File: src/rtl/lane_fmt_defs.vh
// Constants for the serial lane formatter: link modes, test selects, widths.
// Assumes one 10 MHz frame clock and a serializer that sends octet bit 7 first.
// How it works
// RULE1 - each 8-bit offset-binary sample fills exactly one lane octet
// RULE2 - tail and unused bit positions are always driven to zero
// RULE3 - octets go out MSB first, LSB last
// RULE4 - modes 5 and 44: A lane k gets S[2k], B lane k gets S[2k+1], k 0..3
// RULE5 - modes 6 and 50: same interleave over lanes 0..7
// RULE6 - modes 7 and 45: A lane k gets A[k], B lane k gets B[k], k 0..3
// RULE7 - modes 8 and 51: same channel split over lanes 0..7
// RULE8 - mode 34 single interleave on two lanes; mode 35 channel split on two lanes
// RULE9 - 64b/66b header stream is CRC-12 or FEC by select; no CRC-3
// RULE10 - power-down pin or config bit powers down all and disables drivers
// RULE11 - in dual mode one channel can be powered down alone
// RULE12 - after power-down the link restarts and samples are flagged invalid until flushed
// RULE13 - test select picks mode; lane count follows link mode always
// RULE14 - test select changes only while the link is disabled
// RULE15 - PRBS bits bypass transport and link layers, unscrambled and unencoded
// RULE16 - PRBS_ORDER7: bit is XOR of bits 6 and 7 back, length 127
// RULE17 - PRBS9 taps 5 and 9, PRBS15 taps 14 and 15
// RULE18 - PRBS23 taps 18 and 23, PRBS_ORDER31 taps 28 and 31
// RULE19 - each lane starts its PRBS at a different phase
// RULE20 - clock pattern: eight ones then eight zeros, bypassing link layers
// RULE21 - ramp: input ignored, identical wrapping 0x00..0xff octet on every lane
// RULE22 - ramp starts after ILA for 8b/10b, after serializer init for 64b/66b
// RULE23 - only lowest lanes of each link used; higher lanes powered down
// RULE24 - modes 5..8 use 8b/10b; 34, 35, 44, 45, 50, 51 use 64b/66b
// RULE25 - mapping applied once per frame cycle, samples in time order
`ifndef LANE_FMT_DEFS_VH
`define LANE_FMT_DEFS_VH

`define MODE_W 7
`define MODE_S8 7'h05
`define MODE_S16 7'h06
`define MODE_D8 7'h07
`define MODE_D16 7'h08
`define MODE_S4C 7'h22
`define MODE_D4C 7'h23
`define MODE_S8C 7'h2c
`define MODE_D8C 7'h2d
`define MODE_S16C 7'h32
`define MODE_D16C 7'h33

`define TEST_W 3
`define TEST_NONE 3'h0
`define TEST_PRBS_ORDER7 3'h1
`define TEST_PRBS9 3'h2
`define TEST_PRBS15 3'h3
`define TEST_PRBS23 3'h4
`define TEST_PRBS_ORDER31 3'h5
`define TEST_CLOCK 3'h6
`define TEST_RAMP 3'h7

`define LANES_PER_LINK 8
`define OCTET_W 8
`define LINK_W 64
`define FRAME_W 128
`define CHB_SLOT 8
`define LFSR_W 31
`define OCT_ONES 8'hff
`define OCT_ZERO 8'h00
`define FLUSH_CYCLES_DEF 64

`endif

File: src/rtl/lane_formatter.v
// Lane formatter: maps frame samples to link A and B lane octets and inserts test patterns.
// Assumes frame_samples_in is presented once per clock and a serializer sends bit 7 first.
`timescale 1ns/100ps
`include "lane_fmt_defs.vh"

module lane_formatter #(
  parameter FLUSH_CYCLES = `FLUSH_CYCLES_DEF
) (
  input wire clk_sys_in,
  input wire reset_in,
  input wire [`MODE_W-1:0] link_mode_select_in,
  input wire [`TEST_W-1:0] test_pattern_select_in,
  input wire sh_fec_select_in,
  input wire powerdown_pin_in,
  input wire powerdown_cfg_in,
  input wire chan_a_pd_in,
  input wire chan_b_pd_in,
  input wire link_enable_in,
  input wire ila_done_in,
  input wire serdes_ready_in,
  input wire frame_valid_in,
  input wire [`FRAME_W-1:0] frame_samples_in,
  output reg [`LINK_W-1:0] link_a_lanes_out,
  output reg [`LINK_W-1:0] link_b_lanes_out,
  output reg [`LANES_PER_LINK-1:0] link_a_lane_en_out,
  output reg [`LANES_PER_LINK-1:0] link_b_lane_en_out,
  output reg coding_64b66b_out,
  output reg sh_fec_mode_out,
  output reg sh_crc12_mode_out,
  output reg link_bypass_out,
  output reg samples_invalid_out,
  output reg link_restart_out,
  output reg test_select_error_out
);

  // Lanes used per link for a mode; zero for reserved modes
  function [3:0] mode_lanes;
    input [`MODE_W-1:0] m;
    begin
      case (m)
        `MODE_S4C, `MODE_D4C: mode_lanes = 4'h2;
        `MODE_S8, `MODE_D8, `MODE_S8C, `MODE_D8C: mode_lanes = 4'h4;
        `MODE_S16, `MODE_D16, `MODE_S16C, `MODE_D16C: mode_lanes = 4'h8;
        default: mode_lanes = 4'h0;
      endcase
    end
  endfunction

  function mode_dual;
    input [`MODE_W-1:0] m;
    begin
      case (m)
        `MODE_D8, `MODE_D16, `MODE_D4C, `MODE_D8C, `MODE_D16C: mode_dual = 1'b1;
        default: mode_dual = 1'b0;
      endcase
    end
  endfunction

  function mode_66;
    input [`MODE_W-1:0] m;
    begin
      case (m)
        `MODE_S4C, `MODE_D4C, `MODE_S8C, `MODE_D8C, `MODE_S16C, `MODE_D16C: mode_66 = 1'b1; // RULE24
        default: mode_66 = 1'b0;
      endcase
    end
  endfunction

  // Eight PRBS steps; newest bit lands in bit 0, so bits 7..0 are sent oldest first
  function [`LFSR_W-1:0] prbs_step8;
    input [`LFSR_W-1:0] s;
    input [`TEST_W-1:0] t;
    integer i;
    reg [`LFSR_W-1:0] v;
    reg nb;
    begin
      v = s;
      nb = 1'b0;
      for (i = 0; i < `OCTET_W; i = i + 1) begin
        case (t)
          `TEST_PRBS_ORDER7: nb = v[5] ^ v[6]; // RULE16
          `TEST_PRBS9: nb = v[4] ^ v[8]; // RULE17
          `TEST_PRBS15: nb = v[13] ^ v[14]; // RULE17
          `TEST_PRBS23: nb = v[17] ^ v[22]; // RULE18
          default: nb = v[27] ^ v[30]; // RULE18
        endcase
        v = {v[`LFSR_W-2:0], nb};
      end
      prbs_step8 = v;
    end
  endfunction

  // Distinct non-zero start for each lane
  function [`LFSR_W-1:0] prbs_seed;
    input [4:0] lane;
    begin
      prbs_seed = {26'h0, lane} + 31'h1; // RULE19
    end
  endfunction

  function is_prbs;
    input [`TEST_W-1:0] t;
    begin
      is_prbs = (t >= `TEST_PRBS_ORDER7) && (t <= `TEST_PRBS_ORDER31);
    end
  endfunction

  wire [3:0] lanes_w = mode_lanes(link_mode_select_in);
  wire dual_w = mode_dual(link_mode_select_in);
  wire c66_w = mode_66(link_mode_select_in);
  wire pd_all_w = powerdown_pin_in | powerdown_cfg_in; // RULE10
  wire pd_a_w = pd_all_w | (dual_w & chan_a_pd_in); // RULE11
  wire pd_b_w = pd_all_w | (dual_w & chan_b_pd_in); // RULE11
  wire ramp_go_w = c66_w ? serdes_ready_in : ila_done_in; // RULE22

  reg [`LFSR_W-1:0] lfsr_r [0:2*`LANES_PER_LINK-1];
  reg [`OCTET_W-1:0] ramp_r;
  reg ramp_run_r;
  reg clk_phase_r;
  reg pd_prev_r;
  reg [`TEST_W-1:0] test_r;
  reg [15:0] flush_cnt_r;
  reg [`LINK_W-1:0] lane_a_nxt;
  reg [`LINK_W-1:0] lane_b_nxt;
  reg [`LANES_PER_LINK-1:0] en_lane_nxt;
  reg [`OCTET_W-1:0] pat_a;
  reg [`OCTET_W-1:0] pat_b;
  integer k;

  // Enabled lane mask: lowest lanes only
  always @* begin
    en_lane_nxt = {`LANES_PER_LINK{1'b0}};
    for (k = 0; k < `LANES_PER_LINK; k = k + 1) begin
      if (k < lanes_w) begin
        en_lane_nxt[k] = 1'b1; // RULE23 RULE13
      end
    end
  end

  // Lane octet assembly for data and test patterns
  always @* begin
    lane_a_nxt = {`LINK_W{1'b0}}; // RULE2
    lane_b_nxt = {`LINK_W{1'b0}}; // RULE2
    pat_a = `OCT_ZERO;
    pat_b = `OCT_ZERO;
    for (k = 0; k < `LANES_PER_LINK; k = k + 1) begin
      if (en_lane_nxt[k]) begin
        case (test_r)
          `TEST_NONE: begin
            if (frame_valid_in) begin
              if (dual_w) begin
                pat_a = frame_samples_in[k*`OCTET_W +: `OCTET_W]; // RULE6 RULE7 RULE8
                pat_b = frame_samples_in[(k+`CHB_SLOT)*`OCTET_W +: `OCTET_W]; // RULE6 RULE7 RULE8
              end else begin
                pat_a = frame_samples_in[(2*k)*`OCTET_W +: `OCTET_W]; // RULE4 RULE5 RULE8
                pat_b = frame_samples_in[(2*k+1)*`OCTET_W +: `OCTET_W]; // RULE4 RULE5 RULE8
              end
            end else begin
              pat_a = `OCT_ZERO;
              pat_b = `OCT_ZERO;
            end
          end
          `TEST_CLOCK: begin
            pat_a = clk_phase_r ? `OCT_ZERO : `OCT_ONES; // RULE20
            pat_b = clk_phase_r ? `OCT_ZERO : `OCT_ONES; // RULE20
          end
          `TEST_RAMP: begin
            pat_a = ramp_run_r ? ramp_r : `OCT_ZERO; // RULE21
            pat_b = ramp_run_r ? ramp_r : `OCT_ZERO; // RULE21
          end
          default: begin
            pat_a = lfsr_r[k][`OCTET_W-1:0]; // RULE15
            pat_b = lfsr_r[k+`LANES_PER_LINK][`OCTET_W-1:0]; // RULE15
          end
        endcase
        if (!pd_a_w) begin
          lane_a_nxt[k*`OCTET_W +: `OCTET_W] = pat_a; // RULE1 RULE3
        end
        if (!pd_b_w) begin
          lane_b_nxt[k*`OCTET_W +: `OCTET_W] = pat_b; // RULE1 RULE3
        end
      end
    end
  end

  // Test select is latched only while the link is off
  always @(posedge clk_sys_in) begin
    if (reset_in) begin
      test_r <= `TEST_NONE;
      test_select_error_out <= 1'b0;
    end else if (!link_enable_in) begin
      test_r <= test_pattern_select_in; // RULE14
      test_select_error_out <= 1'b0;
    end else if (test_pattern_select_in != test_r) begin
      test_select_error_out <= 1'b1; // RULE14
    end
  end

  // PRBS generators, one per lane
  always @(posedge clk_sys_in) begin
    for (k = 0; k < 2*`LANES_PER_LINK; k = k + 1) begin
      if (reset_in || !is_prbs(test_r)) begin
        lfsr_r[k] <= prbs_seed(k[4:0]); // RULE19
      end else begin
        lfsr_r[k] <= prbs_step8(lfsr_r[k], test_r); // RULE16 RULE17 RULE18
      end
    end
  end

  // Clock pattern phase and ramp counter
  always @(posedge clk_sys_in) begin
    if (reset_in) begin
      clk_phase_r <= 1'b0;
      ramp_r <= `OCT_ZERO;
      ramp_run_r <= 1'b0;
    end else begin
      if (test_r == `TEST_CLOCK) begin
        clk_phase_r <= ~clk_phase_r; // RULE20
      end else begin
        clk_phase_r <= 1'b0;
      end
      if (test_r != `TEST_RAMP || !link_enable_in) begin
        ramp_run_r <= 1'b0;
        ramp_r <= `OCT_ZERO;
      end else if (ramp_run_r) begin
        ramp_r <= ramp_r + 8'h01; // RULE21
      end else if (ramp_go_w) begin
        ramp_run_r <= 1'b1; // RULE22
      end
    end
  end

  // Power-down exit: link restart pulse and flush window
  always @(posedge clk_sys_in) begin
    if (reset_in) begin
      pd_prev_r <= 1'b0;
      flush_cnt_r <= 16'h0000;
      samples_invalid_out <= 1'b0;
      link_restart_out <= 1'b0;
    end else begin
      pd_prev_r <= pd_all_w;
      link_restart_out <= pd_prev_r & ~pd_all_w; // RULE12
      if (pd_all_w) begin
        samples_invalid_out <= 1'b1; // RULE12
        flush_cnt_r <= FLUSH_CYCLES[15:0];
      end else if (flush_cnt_r != 16'h0000) begin
        flush_cnt_r <= flush_cnt_r - 16'h0001; // RULE12
        samples_invalid_out <= 1'b1;
      end else begin
        samples_invalid_out <= 1'b0;
      end
    end
  end

  // Registered lane outputs and mode indicators
  always @(posedge clk_sys_in) begin
    if (reset_in) begin
      link_a_lanes_out <= {`LINK_W{1'b0}};
      link_b_lanes_out <= {`LINK_W{1'b0}};
      link_a_lane_en_out <= {`LANES_PER_LINK{1'b0}};
      link_b_lane_en_out <= {`LANES_PER_LINK{1'b0}};
      coding_64b66b_out <= 1'b0;
      sh_fec_mode_out <= 1'b0;
      sh_crc12_mode_out <= 1'b0;
      link_bypass_out <= 1'b0;
    end else begin
      link_a_lanes_out <= lane_a_nxt; // RULE25
      link_b_lanes_out <= lane_b_nxt; // RULE25
      link_a_lane_en_out <= pd_a_w ? {`LANES_PER_LINK{1'b0}} : en_lane_nxt; // RULE10 RULE23
      link_b_lane_en_out <= pd_b_w ? {`LANES_PER_LINK{1'b0}} : en_lane_nxt; // RULE10 RULE23
      coding_64b66b_out <= c66_w; // RULE24
      sh_fec_mode_out <= c66_w & sh_fec_select_in; // RULE9
      sh_crc12_mode_out <= c66_w & ~sh_fec_select_in; // RULE9
      link_bypass_out <= is_prbs(test_r) | (test_r == `TEST_CLOCK); // RULE15 RULE20
    end
  end

endmodule // lane_formatter

File: config.mk
export PLATFORM = sky130hd
export DESIGN_NAME = lane_formatter
export DESIGN_NICKNAME = d
export VERILOG_FILES = /design/src/rtl/lane_formatter.v
export VERILOG_INCLUDE_DIRS = /design/src /design/src/rtl
export SDC_FILE = /design/constraint.sdc
export NUM_CORES = 1
export LEC_CHECK = 0
export BUFFER_PORTS_ARGS = -buffer_cell sky130_fd_sc_hd__buf_2
export CELL_PAD_IN_SITES_DETAIL_PLACEMENT = 1
export CELL_PAD_IN_SITES_GLOBAL_PLACEMENT = 1
export CORE_UTILIZATION = 46
export DETAILED_ROUTE_END_ITERATION = 7
export GPL_ROUTABILITY_DRIVEN = 0
export PLACE_DENSITY_LB_ADDON = 0.1
export SYNTH_ARGS = -nofsm -noshare
export SYNTH_HDL_FRONTEND = slang
export SYNTH_SLANG_ARGS = --single-unit
File: constraint.sdc
create_clock -name clk_sys_in -period 2.27 [get_ports clk_sys_in]
set_input_delay 0.1135 -clock clk_sys_in [delete_from_list [all_inputs] [get_ports clk_sys_in]]
set_output_delay 0.1135 -clock clk_sys_in [all_outputs]
set_load 0.02 [all_outputs]
[Yosys cells after proc, flatten, opt, wreduce, memory -nomap -nowiden]
Memory sizes are Yosys's and may differ from the RTL's.
Index checks and enable logic that the tools add are counted.
W data, S select, Z words.
Storage, ports and cells
  bits in registers: 181
  bits in latches: 0
  memory bits (writable): 496
  memory bits (read-only): 0
  output and inout bits: 151
  logic and storage cells: 1117
  memories kept: 1
Operators by class
  add/sub/neg operators: 2
  multiply operators: 0
  div/mod/pow operators: 0
  order comparisons: 10
  eq/ne operators: 18
  shift-type cells: 0
  multiplexer cells: 341
  bitwise gates (word level): 678
  reduce and logical (&&, ||, !) cells: 35
Memory list
  lfsr_r: words 16, bits a word 31, read ports 16, clocked after memory_dff 0, wr ports 16, RTL line lane_formatter.v:116  | reg [`LFSR_W-1:0] lfsr_r [0:2*`LANES_PER_LINK-1];
Operators by type and width (count)
  $xor A1 B1 Y1: 640
  $pmux W1 S4: 128
  $mux W31: 16
  $pmux W8 S3: 16
  $mux W8: 32
  $mux W1: 146
  $reduce_or A3 Y1: 16
  $eq A7 B6 Y1 const B: 6
  $eq A7 B3 Y1 const B: 3
  $or A1 B1 Y1: 20
  $lt A3 B4 Y1 const A: 4
  $reduce_bool A16 Y1: 1
  $sub A16 B1 Y16 const B: 1
  $mux W7: 2
  $reduce_or A2 Y1: 7
  $not A1 Y1: 13
  $pmux W4 S3: 1
  $eq A3 B3 Y1 const B: 3
  $add A8 B1 Y8 const B: 1
  $lt A1 B4 Y1 const A: 2
  $lt A2 B4 Y1 const A: 2
  $reduce_or A4 Y1: 2
  $eq A7 B4 Y1 const B: 1
  $eq A3 B2 Y1 const B: 2
  other kinds (13): 19

[Longest topological paths before layout]
Gate-level depths: netlist (run 1).
  word-level depth: 9
  depth in mapped cells: 11
  mapped depth without buffers: 8

[Worst setup path after synthesis (run 1)]
Ideal clock, no wire load.
  path type: reg-to-reg
  start point: register test_r[0]
  end point: memory lfsr_r[0][155] (netlist name)
  data arrival time: 1.882 ns
  data required time: 2.136 ns
  setup slack: 0.254 ns
  stages on the path, launching flop included: 11
  buffers on the path: 6
  cells stage by stage: dfxtp_1 > buf_6 > or3_1 > buf_6 > and2_4 > buf_12 > buf_12 > buf_6 > buf_6 > o21ai_0 > o22ai_1
RTL lines
  start: declaration: RTL line lane_formatter.v:121  | reg [`TEST_W-1:0] test_r;
  start signal: assignment: RTL line lane_formatter.v:189  | test_r <= `TEST_NONE;
  start signal: assignment: RTL line lane_formatter.v:192  | test_r <= test_pattern_select_in;
  end: declaration: RTL line lane_formatter.v:116

[Worst setup path after layout (run 1)]
  start point: input port link_mode_select_in[5]
  end point: register link_b_lanes_out[50]
Between the ends
  longest elaborated chain between the ends: 7
  elaborated cells on any way between the ends: 25
  classes of those cells: order compare (1); eq/ne (10); mux (6); bitwise (3); reduce/logical (5)
Ends and longest elaborated chain
  start: declaration: RTL line lane_formatter.v:11  | input wire [`MODE_W-1:0] link_mode_select_in,
  $eq A7 B6 Y1, or another cell as far along: RTL line lane_formatter.v:40  | case (m)
  $reduce_or A4 Y1 / $reduce_or A2 Y1 (equally long branches): RTL line lane_formatter.v:40
  $pmux W4 S3: RTL line lane_formatter.v:40
  $lt A3 B4 Y1: RTL line lane_formatter.v:134  | if (k < lanes_w) begin
  $mux W1: RTL line lane_formatter.v:134
  $not A1 Y1 (no line)
  $reduce_or A3 Y1 (no line)
  end signal: assignment: RTL line lane_formatter.v:259  | link_b_lanes_out <= {`LINK_W{1'b0}};
  end signal: assignment: RTL line lane_formatter.v:268  | link_b_lanes_out <= lane_b_nxt;
  end: declaration: RTL line lane_formatter.v:24  | output reg [`LINK_W-1:0] link_b_lanes_out,
Parallel ways exist; a longest one is shown, timed or not.
A chain may end at the register's enable or synchronous reset.

==> implementation parameters, run 1 <==
Parameter                              Value

Die
  Initial Utilization ... 0.467
  Placement row count ... 94
  Chip height ... 261 microns
  Count of boundary I/O pins ... 300
  Placeable Area ... 66000 sq um
  Die area ... 68000 sq um
  Die extent in x ... 261 microns

Run
  Maximum capacitance violations ... 0

Detailed routing
  Total number of vias ... 26567
  Post-DRT Antenna Nets ... 0
  Average detailed-routed wire length per instance ... 26.8 microns
  Via count normalized by instance count ... a little under 6
  Total length of routed wires ... 121000 microns
  Iter 0 DRT Violations ... 2283
  First-pass detailed-route iteration total ... 8
  DRC Markers ... 16

Timing
  Tmin final ... about 2200 ps
  Number of slew-limit violations in the final report ... 0
  Slew at the pin closest to its max-slew limit ... between 600 and 700 ps
  Remaining max-slew budget at the tightest pin ... 0.547
  Final worst path period share ... 0.978
  Final number of setup-violating endpoints ... 0
  Setup ws final ... about 49 ps
  Setup skew after layout ... approximately 16 ps
  Unrepaired setup endpoints after global routing ... yes
  Maximum achievable frequency ... 450 MHz
  Final hold viol count ... 0

Power
  Peak VDD IR ... 0.000576 V
  Total design power ... 29.9 mW
  Ratio of total power to cell area ... 781 nW/um^2
  Net switching power of the design ... 8.38 mW
  Part of the total power dissipated in the clock network ... 0.429
  Leak Pwr ... between 15 and 20 nW
  Flop pwr share ... 0.423
  Switching fraction of total power ... 0.280
  Internal power summed over all cells ... 21.5 mW
  Combinational share of power ... 0.148

Global route
  Overall track demand over capacity in global routing ... 0.349
  Number of antenna violations at the first check in global routing ... 3
  Maximum number of pins on one net before global-route repair ... 136
  Vias in the first global route ... ~28000
  Global-route wire length before repair ... 179000 microns
  Total overflow reported by the global router ... 0

Logic synthesis
  Largest area contributor in the synthesized netlist ... sky130_fd_sc_hd__dfxtp_1
  Share of flip-flops with an asynchronous set or reset ... 0
  Top post-synthesis cells by area ... sky130_fd_sc_hd__dfxtp_1, sky130_fd_sc_hd__xor2_1, sky130_fd_sc_hd__and2_1
  Number of instances in the synthesized netlist ... 3165
  Per-instance average area after synthesis ... 9.74 sq um
  Number of enable flip-flop cells after synthesis ... 0
  Post-synthesis instance area ... 30800 sq um
  Fraction of synthesized cell area taken by the top area cell type ... 0.435
  Register area share after synthesis ... 0.435
  Count of synthesis-stage warnings from yosys ... 0
  Post-synth top flop ... sky130_fd_sc_hd__dfxtp_1
  Distinct cells, synth ... 72
  Flip-flop and latch count after synthesis ... 669
  Syn nets ... 3316

Clocking
  Clock tree root buffer cell ... sky130_fd_sc_hd__clkbuf_16
  H-Tree Depth ... 3
  Clock tree from TritonCTS ... built
  Clock buffer depth ... 3
  Source-to-sink clock delay at the later pin of the worst-skew pair ... 640 ps
  Total number of clock tree sinks ... 669
  Clock input transition at the sequential cells of the worst setup and hold paths ... 60 ps
  TritonCTS buffer count ... 75

Worst setup path
  Register-to-register path setup slack ... 70 ps
  Slowest cell on the critical path ... sky130_fd_sc_hd__dlygate4sd3_1
  Number of buffers and inverters on the critical path ... 4
  Kind of end point of the critical path ... flop
  Required time of the worst setup path ... 2840 ps
  Maximum fanout count along the critical path ... 32
  Crit-path leading delay family ... compound AO/OA/AOI/OAI gates
  Type of element launching the critical path ... input pin
  WS Path Type ... in -> reg
  Crit-path max cell delay ... roughly 530 ps
  Cells along the critical path ... dlygate4sd3_1, buf_2, and4bb_2, a32o_1, o21ai_4, buf_12, mux2i_1, buf_4, o21ai_0, o2111a_1
  Crit path arrival time ... 2790 ps

Place
  Post-DP HPWL ... 87000 microns
  Pre-CTS WS ... -144 ps
  IO buf count ... 299

Final layout
  Multi-input gate area in the final layout ... 16200 sq um
  Final standard cell utilization of the core ... 0.580
  Commonest non-fill, non-tap cell in the layout ... sky130_fd_sc_hd__dfxtp_1
  Number of fillers in the final layout ... 7195
  Net count, final ... 3759
  Synthesis-to-layout area growth ... 24.3%
  Area taken by flip-flops and latches ... around 13000 sq um
  Commonest cells after routing, fill and taps aside ... sky130_fd_sc_hd__dfxtp_1, sky130_fd_sc_hd__and2_1, sky130_fd_sc_hd__xor2_1, sky130_fd_sc_hd__buf_2, sky130_fd_sc_hd__xnor2_1
  Ratio of cells with drive above 1 in the final layout ... 0.218

Status
  Result of the run ... finished with violations
  Failing checks ... design-rule violations

Hold path
  Class of the worst hold path ... in -> reg
[worst min-delay path, cell delays in order]
cell and delay [ps]:
sky130_fd_sc_hd__buf_2 120, sky130_fd_sc_hd__nand2_1 60, sky130_fd_sc_hd__a21oi_1 70, sky130_fd_sc_hd__o221a_2 240
[area by class of cell]
cell class                      instances  area share
Inverter                               11     0.00108
Timing Repair Buffer                  644       0.132
Sequential cell                       669       0.350
Clock inverter                         26     0.00996
Multi-Input combinational cell       2207       0.422
Antenna cell                            2    0.000131
Clock buffer                          109      0.0571
Tap cell                              864      0.0282
[synth_stat cells, types with 4 or more instances]
| cell type | instances |
|---|---|
| sky130_fd_sc_hd__buf_6 | 15 |
| sky130_fd_sc_hd__buf_1 | 35 |
| sky130_fd_sc_hd__xnor2_1 | 285 |
| sky130_fd_sc_hd__a222oi_1 | 25 |
| sky130_fd_sc_hd__nor2b_1 | 8 |
| sky130_fd_sc_hd__a21oi_4 | 4 |
| sky130_fd_sc_hd__o21ai_2 | 8 |
| sky130_fd_sc_hd__nand3b_1 | 7 |
| sky130_fd_sc_hd__a31oi_4 | 13 |
| sky130_fd_sc_hd__nand2b_1 | 4 |
| sky130_fd_sc_hd__buf_4 | 21 |
| sky130_fd_sc_hd__nor3_1 | 24 |
| sky130_fd_sc_hd__mux2i_1 | 61 |
| sky130_fd_sc_hd__a22oi_1 | 46 |
| sky130_fd_sc_hd__clkbuf_1 | 159 |
| sky130_fd_sc_hd__buf_2 | 46 |
| sky130_fd_sc_hd__nand4_1 | 10 |
| sky130_fd_sc_hd__xor2_1 | 377 |
| sky130_fd_sc_hd__o21ai_0 | 107 |
| sky130_fd_sc_hd__a31oi_2 | 9 |
| sky130_fd_sc_hd__or3_1 | 11 |
| sky130_fd_sc_hd__dfxtp_1 | 669 |
| sky130_fd_sc_hd__a211oi_1 | 20 |
| sky130_fd_sc_hd__nor2_1 | 85 |
| sky130_fd_sc_hd__nand2_1 | 165 |
| sky130_fd_sc_hd__a21o_1 | 10 |
| sky130_fd_sc_hd__o221a_2 | 56 |
| sky130_fd_sc_hd__o221ai_1 | 14 |
| sky130_fd_sc_hd__nand3_1 | 4 |
| sky130_fd_sc_hd__nor3_2 | 5 |
| sky130_fd_sc_hd__a31oi_1 | 6 |
| sky130_fd_sc_hd__o22ai_1 | 99 |
| sky130_fd_sc_hd__a221oi_1 | 27 |
| sky130_fd_sc_hd__inv_1 | 10 |
| sky130_fd_sc_hd__a21oi_1 | 188 |
| sky130_fd_sc_hd__o2111a_1 | 56 |
| sky130_fd_sc_hd__and2_1 | 399 |
| sky130_fd_sc_hd__o211ai_1 | 21 |
[kinds of logic after synthesis]
| logic type | synth area share |
|---|---|
| adders and majority gates | 0.000812 |
| and+or+nand+nor | 0.135 |
| AOI/OAI and AO/OA | 0.177 |
| muxes | 0.0205 |
| xor gates and xnor gates | 0.188 |
| DFF | 0.435 |
| buffers and inverters | 0.0443 |
[power by group through the flow]
stage               Sequential (mW)  Clock (mW)  Combinational [mW]
floorplan                      12.5           0                2.52
global placement               12.9           0                3.99
detailed placement             12.9           0                4.09
CTS                            12.6        13.0                4.28
global route                   12.7        13.4                4.65
finish                         12.6        12.8                4.42
[final timing paths]
kind	start	cells past startpoint	to
setup / recovery	link_mode_select_in[5]	10	link_b_lanes_out[50]$_SDFF_PP0_
hold / removal	frame_samples_in[19]	4	link_a_lanes_out[11]$_SDFF_PP0_
setup reg to reg	test_r[1]$_SDFFE_PP0N_	9	lfsr_r[1][2]$_SDFF_PP0_
hold reg to reg	pd_prev_r$_SDFF_PP0_	2	link_restart_out$_SDFF_PP0_
[layer usage]
metal  global-route usage  part of all wire  vias up
met3               0.0477             0.076      253
met2                0.557              0.45     1225
met1                0.481              0.44    13340
li1                     -                 -    11749
met4                0.119             0.031        0
met5                    0                 0        -
[per-stage QoR]
stage / setup TNS [ps] / hold slack (ps) / std cells / instance area (sq um)
floorplan: 0 / 193 / 3165 / 30800
global placement: 0 / 319 / 4293 / 34600
detailed placement: -566 / 321 / 4293 / 34600
CTS: 0 / 0.253 / 4524 / 38100
global route: -28.5 / 22.1 / 4530 / 38300
finish: 0 / 24.5 / 4532 / 38300
[registers in the layout, indices dropped and copies added (netlist names), 3 cells and up]
name / flops
ramp_r: 8
link_b_lanes_out: 64
flush_cnt_r: 16
link_a_lane_en_out: 4
link_b_lane_en_out: 4
test_r: 3
link_a_lanes_out: 64
lfsr_r: 496
[repair_timing]
action / in CTS / in global routing
gates cloned: 0 / 2
setup buffers: 0 / 4
pin swaps: 0 / 2
endpoints found under the hold margin: 98 / 0
gates resized for setup: 6 / 19
hold buffers: 96 / 0
setup endpoints to repair: 34 / 63
Power figures use the tool's default switching activity.
==> inputs of run 2 (changes only) <==
BUFFER_PORTS_ARGS = -buffer_cell sky130_fd_sc_hd__buf_4   (was -buffer_cell sky130_fd_sc_hd__buf_2)
==> run 2 against run 1 <==
Fmax fell by 2.0%. Via count fell by 0.32%. Count of clock-buffer cells in the layout fell by 1. Power rose by 0.52%. The flow still finishes with violations (design-rule violations). Worst hold slack improved by 3.1 ps. Critical path depth fell by 1. Core utilization rose by 1.1 points. Final area rose by 1.9%. Sequential cell count did not move. Global-route usage barely moved. Highest routed layer is now met5. Critical endpoint is now link_a_lanes_out[61]$_SDFF_PP0_. Sequential share of layout area fell by 0.65 points. Register-to-register slack barely moved.
==> implementation parameters, run 2 (synthesis results as in run 1) <==
Parameter                              Value

Status
  Result of the run ... finished with violations
  Failing checks ... design-rule violations

Final layout
  Final instance area ... just under 40000 sq um
  Ratio of cells with drive above 1 in the final layout ... 0.217
  Layout Cells excl Fill ... between 4000 and 5000
  Commonest non-fill, non-tap cell in the layout ... sky130_fd_sc_hd__dfxtp_1
  Largest registers ... lfsr_r: 496 flops, link_a_lanes_out: 64 flops, link_b_lanes_out: 64 flops
  Commonest cells after routing, fill and taps aside ... sky130_fd_sc_hd__dfxtp_1, sky130_fd_sc_hd__buf_4, sky130_fd_sc_hd__and2_1, sky130_fd_sc_hd__xor2_1, sky130_fd_sc_hd__xnor2_1
  Synthesis-to-layout area growth ... 26.6%
  Number of fillers in the final layout ... 7113
  Net count, final ... about 3800
  Reg with most FFs ... lfsr_r
  Largest register FFs ... 496

Timing
  Maximum achievable frequency ... 441 MHz
  Tmin final ... approximately 2300 ps
  Final worst path period share ... 0.998
  Remaining max-slew budget at the tightest pin ... 0.556
  Final hold viol count ... 0
  Number of slew-limit violations in the final report ... 0
  Setup skew after layout ... 17.6 ps
  Hold slack ... ~28 ps
  Slew at the pin closest to its max-slew limit ... 660 ps
  Final number of setup-violating endpoints ... 0

Worst setup path
  Crit path arrival time ... approximately 2800 ps
  Termination of the worst setup path ... link_a_lanes_out[61]$_SDFF_PP0_
  Register-to-register path setup slack ... 70 ps
  WS Path Type ... in -> reg
  Start point of the critical path ... link_mode_select_in[5]
  Type of element launching the critical path ... input pin
  Maximum fanout count along the critical path ... 25
  Slowest cell on the critical path ... sky130_fd_sc_hd__dlygate4sd3_1
  Crit-path max cell delay ... between 500 and 600 ps
  Kind of end point of the critical path ... flop
  FF-to-FF Start ... test_r[0]$_SDFFE_PP0N_
  Required time of the worst setup path ... between 2000 and 3000 ps
  Depth of the most critical reg-to-reg path ... 5
  Worst flop-to-flop path endpoint ... link_b_lanes_out[45]$_SDFF_PP0_
  Cells along the critical path ... dlygate4sd3_1, buf_4, and4bb_2, a32o_1, o21ai_4, buf_12, mux2i_1, o21ai_0, o2111a_1

Detailed routing
  Total length of routed wires ... 121000 microns
  DRC Markers ... 20
  First-pass detailed-route iteration total ... 8
  Total number of vias ... 26483
  Via count normalized by instance count ... slightly below 6
  Iter 0 DRT Violations ... 2111
  Average detailed-routed wire length per instance ... 26.8 microns
  Post-DRT Antenna Nets ... 0

Clocking
  TritonCTS buffer count ... 75
  Clock buffer depth ... 3
  Clock tree from TritonCTS ... built
  H-Tree Depth ... 3
  Clock input transition at the sequential cells of the worst setup and hold paths ... 60 ps
  Clock tree root buffer cell ... sky130_fd_sc_hd__clkbuf_16
  Total number of clock tree sinks ... 669
  Source-to-sink clock delay at the later pin of the worst-skew pair ... 630 ps

Die
  Die extent in x ... between 200 and 300 microns
  Chip height ... 261 microns
  Die area ... 68000 sq um
  Initial Utilization ... 0.467
  Count of boundary I/O pins ... 300
  Placeable Area ... around 66000 sq um
  Placement row count ... 94

Global route
  Maximum number of pins on one net before global-route repair ... 86
  Vias in the first global route ... 27722
  Number of antenna violations at the first check in global routing ... 3
  Total overflow reported by the global router ... 0
  Global-route wire length before repair ... 178000 microns
  Overall track demand over capacity in global routing ... 0.348

Place
  Post-DP HPWL ... 86100 microns
  Post-DP Area ... 35200 sq um
  Cell total after placement ... approximately 4300
  IO buf count ... 299

Power
  Part of the total power dissipated in the clock network ... 0.425
  Total design power ... 30.1 mW
  Peak VDD IR ... 0.000464 V
  Net switching power of the design ... 8.34 mW
  Flop pwr share ... 0.421
  Combinational share of power ... 0.154
  Ratio of total power to cell area ... 770 nW/um^2
  Switching fraction of total power ... 0.277
  Internal power summed over all cells ... 21.7 mW
  Leak Pwr ... ~17 nW

Hold path
  Class of the worst hold path ... in -> reg

Run
  Maximum capacitance violations ... 0
==> run 2: how the worst min path moves through the flow <==
stage                          from                              end  slack, ps  cells after the start
6_report       frame_samples_in[87]  link_b_lanes_out[23]$_SDFF_PP0_         30                      4
5_1_grt        frame_samples_in[50]  link_a_lanes_out[26]$_SDFF_PP0_         30                      4
4_1_cts            powerdown_cfg_in      link_restart_out$_SDFF_PP0_          3                      4
3_5_place_dp       sh_fec_select_in     sh_crc12_mode_out$_SDFF_PP0_        310                      2
3_3_place_gp       sh_fec_select_in     sh_crc12_mode_out$_SDFF_PP0_        300                      2
2_1_floorplan      sh_fec_select_in     sh_crc12_mode_out$_SDFF_PP0_        190                      1
==> run 2: metrics by stage <==
stage | setup WS [ps] | TNS (ps) | utilization
global placement | -3.49 | -3.49 | 0.534
detailed placement | -36.1 | -185 | 0.534
floorplan | 254 | 0 | -
global route | -26.9 | -39.5 | 0.591
CTS | 15.8 | 0 | 0.589
finish | 3.92 | 0 | 0.591
==> run 2: area by class of cell <==
| cell class | instances | area [sq um] | share of cell area |
|---|---|---|---|
| Clock buffer | 108 | 2270 | 0.0581 |
| Timing Repair Buffer | 639 | 5760 | 0.148 |
| Antenna cell | 1 | 2.50 | 0.0000641 |
| Multi-Input combinational cell | 2207 | 16200 | 0.415 |
| Sequential cell | 669 | 13400 | 0.343 |
| Tap cell | 864 | 1080 | 0.0277 |
| Inverter | 11 | 41.3 | 0.00106 |
| Clock inverter | 22 | 295 | 0.00757 |
==> run 2: per-layer routing <==
layer / GRT usage / wire, microns / up-vias
met4: 0.132 / 4190 / 4
met3: 0.0760 / 9880 / 252
li1: - / - / 11736
met2: 0.560 / 55900 / 1177
met1: 0.455 / 51400 / 13314
met5: 0 / 22 / -
==> run 2: repair_timing <==
action,in CTS,in global routing
endpoints found under the hold margin,79,0
endpoints found under the setup margin,22,93
setup buffers,0,6
gates cloned,0,2
pin swaps,1,2
resized for setup,12,18
hold buffers,103,0
==> run 2: power by group through the flow <==
stage                     logic [mW]  clock network, mW  registers, mW
final                           4.64               12.8           12.7
after global routing            4.86               13.4           12.7
after CTS                       4.47               12.9           12.6
after detailed placement        4.27                  0           12.9
after global placement          4.14                  0           12.9
after floorplan                 2.52                  0           12.5
==> run 2: critical path: cells and delay by family <==
kind | cells | cell delay, ps
AOI/OAI and AO/OA | 4 | 1020
buffers and inverters | 3 | 930
muxes | 1 | 460
and+or+nand+nor | 1 | 250
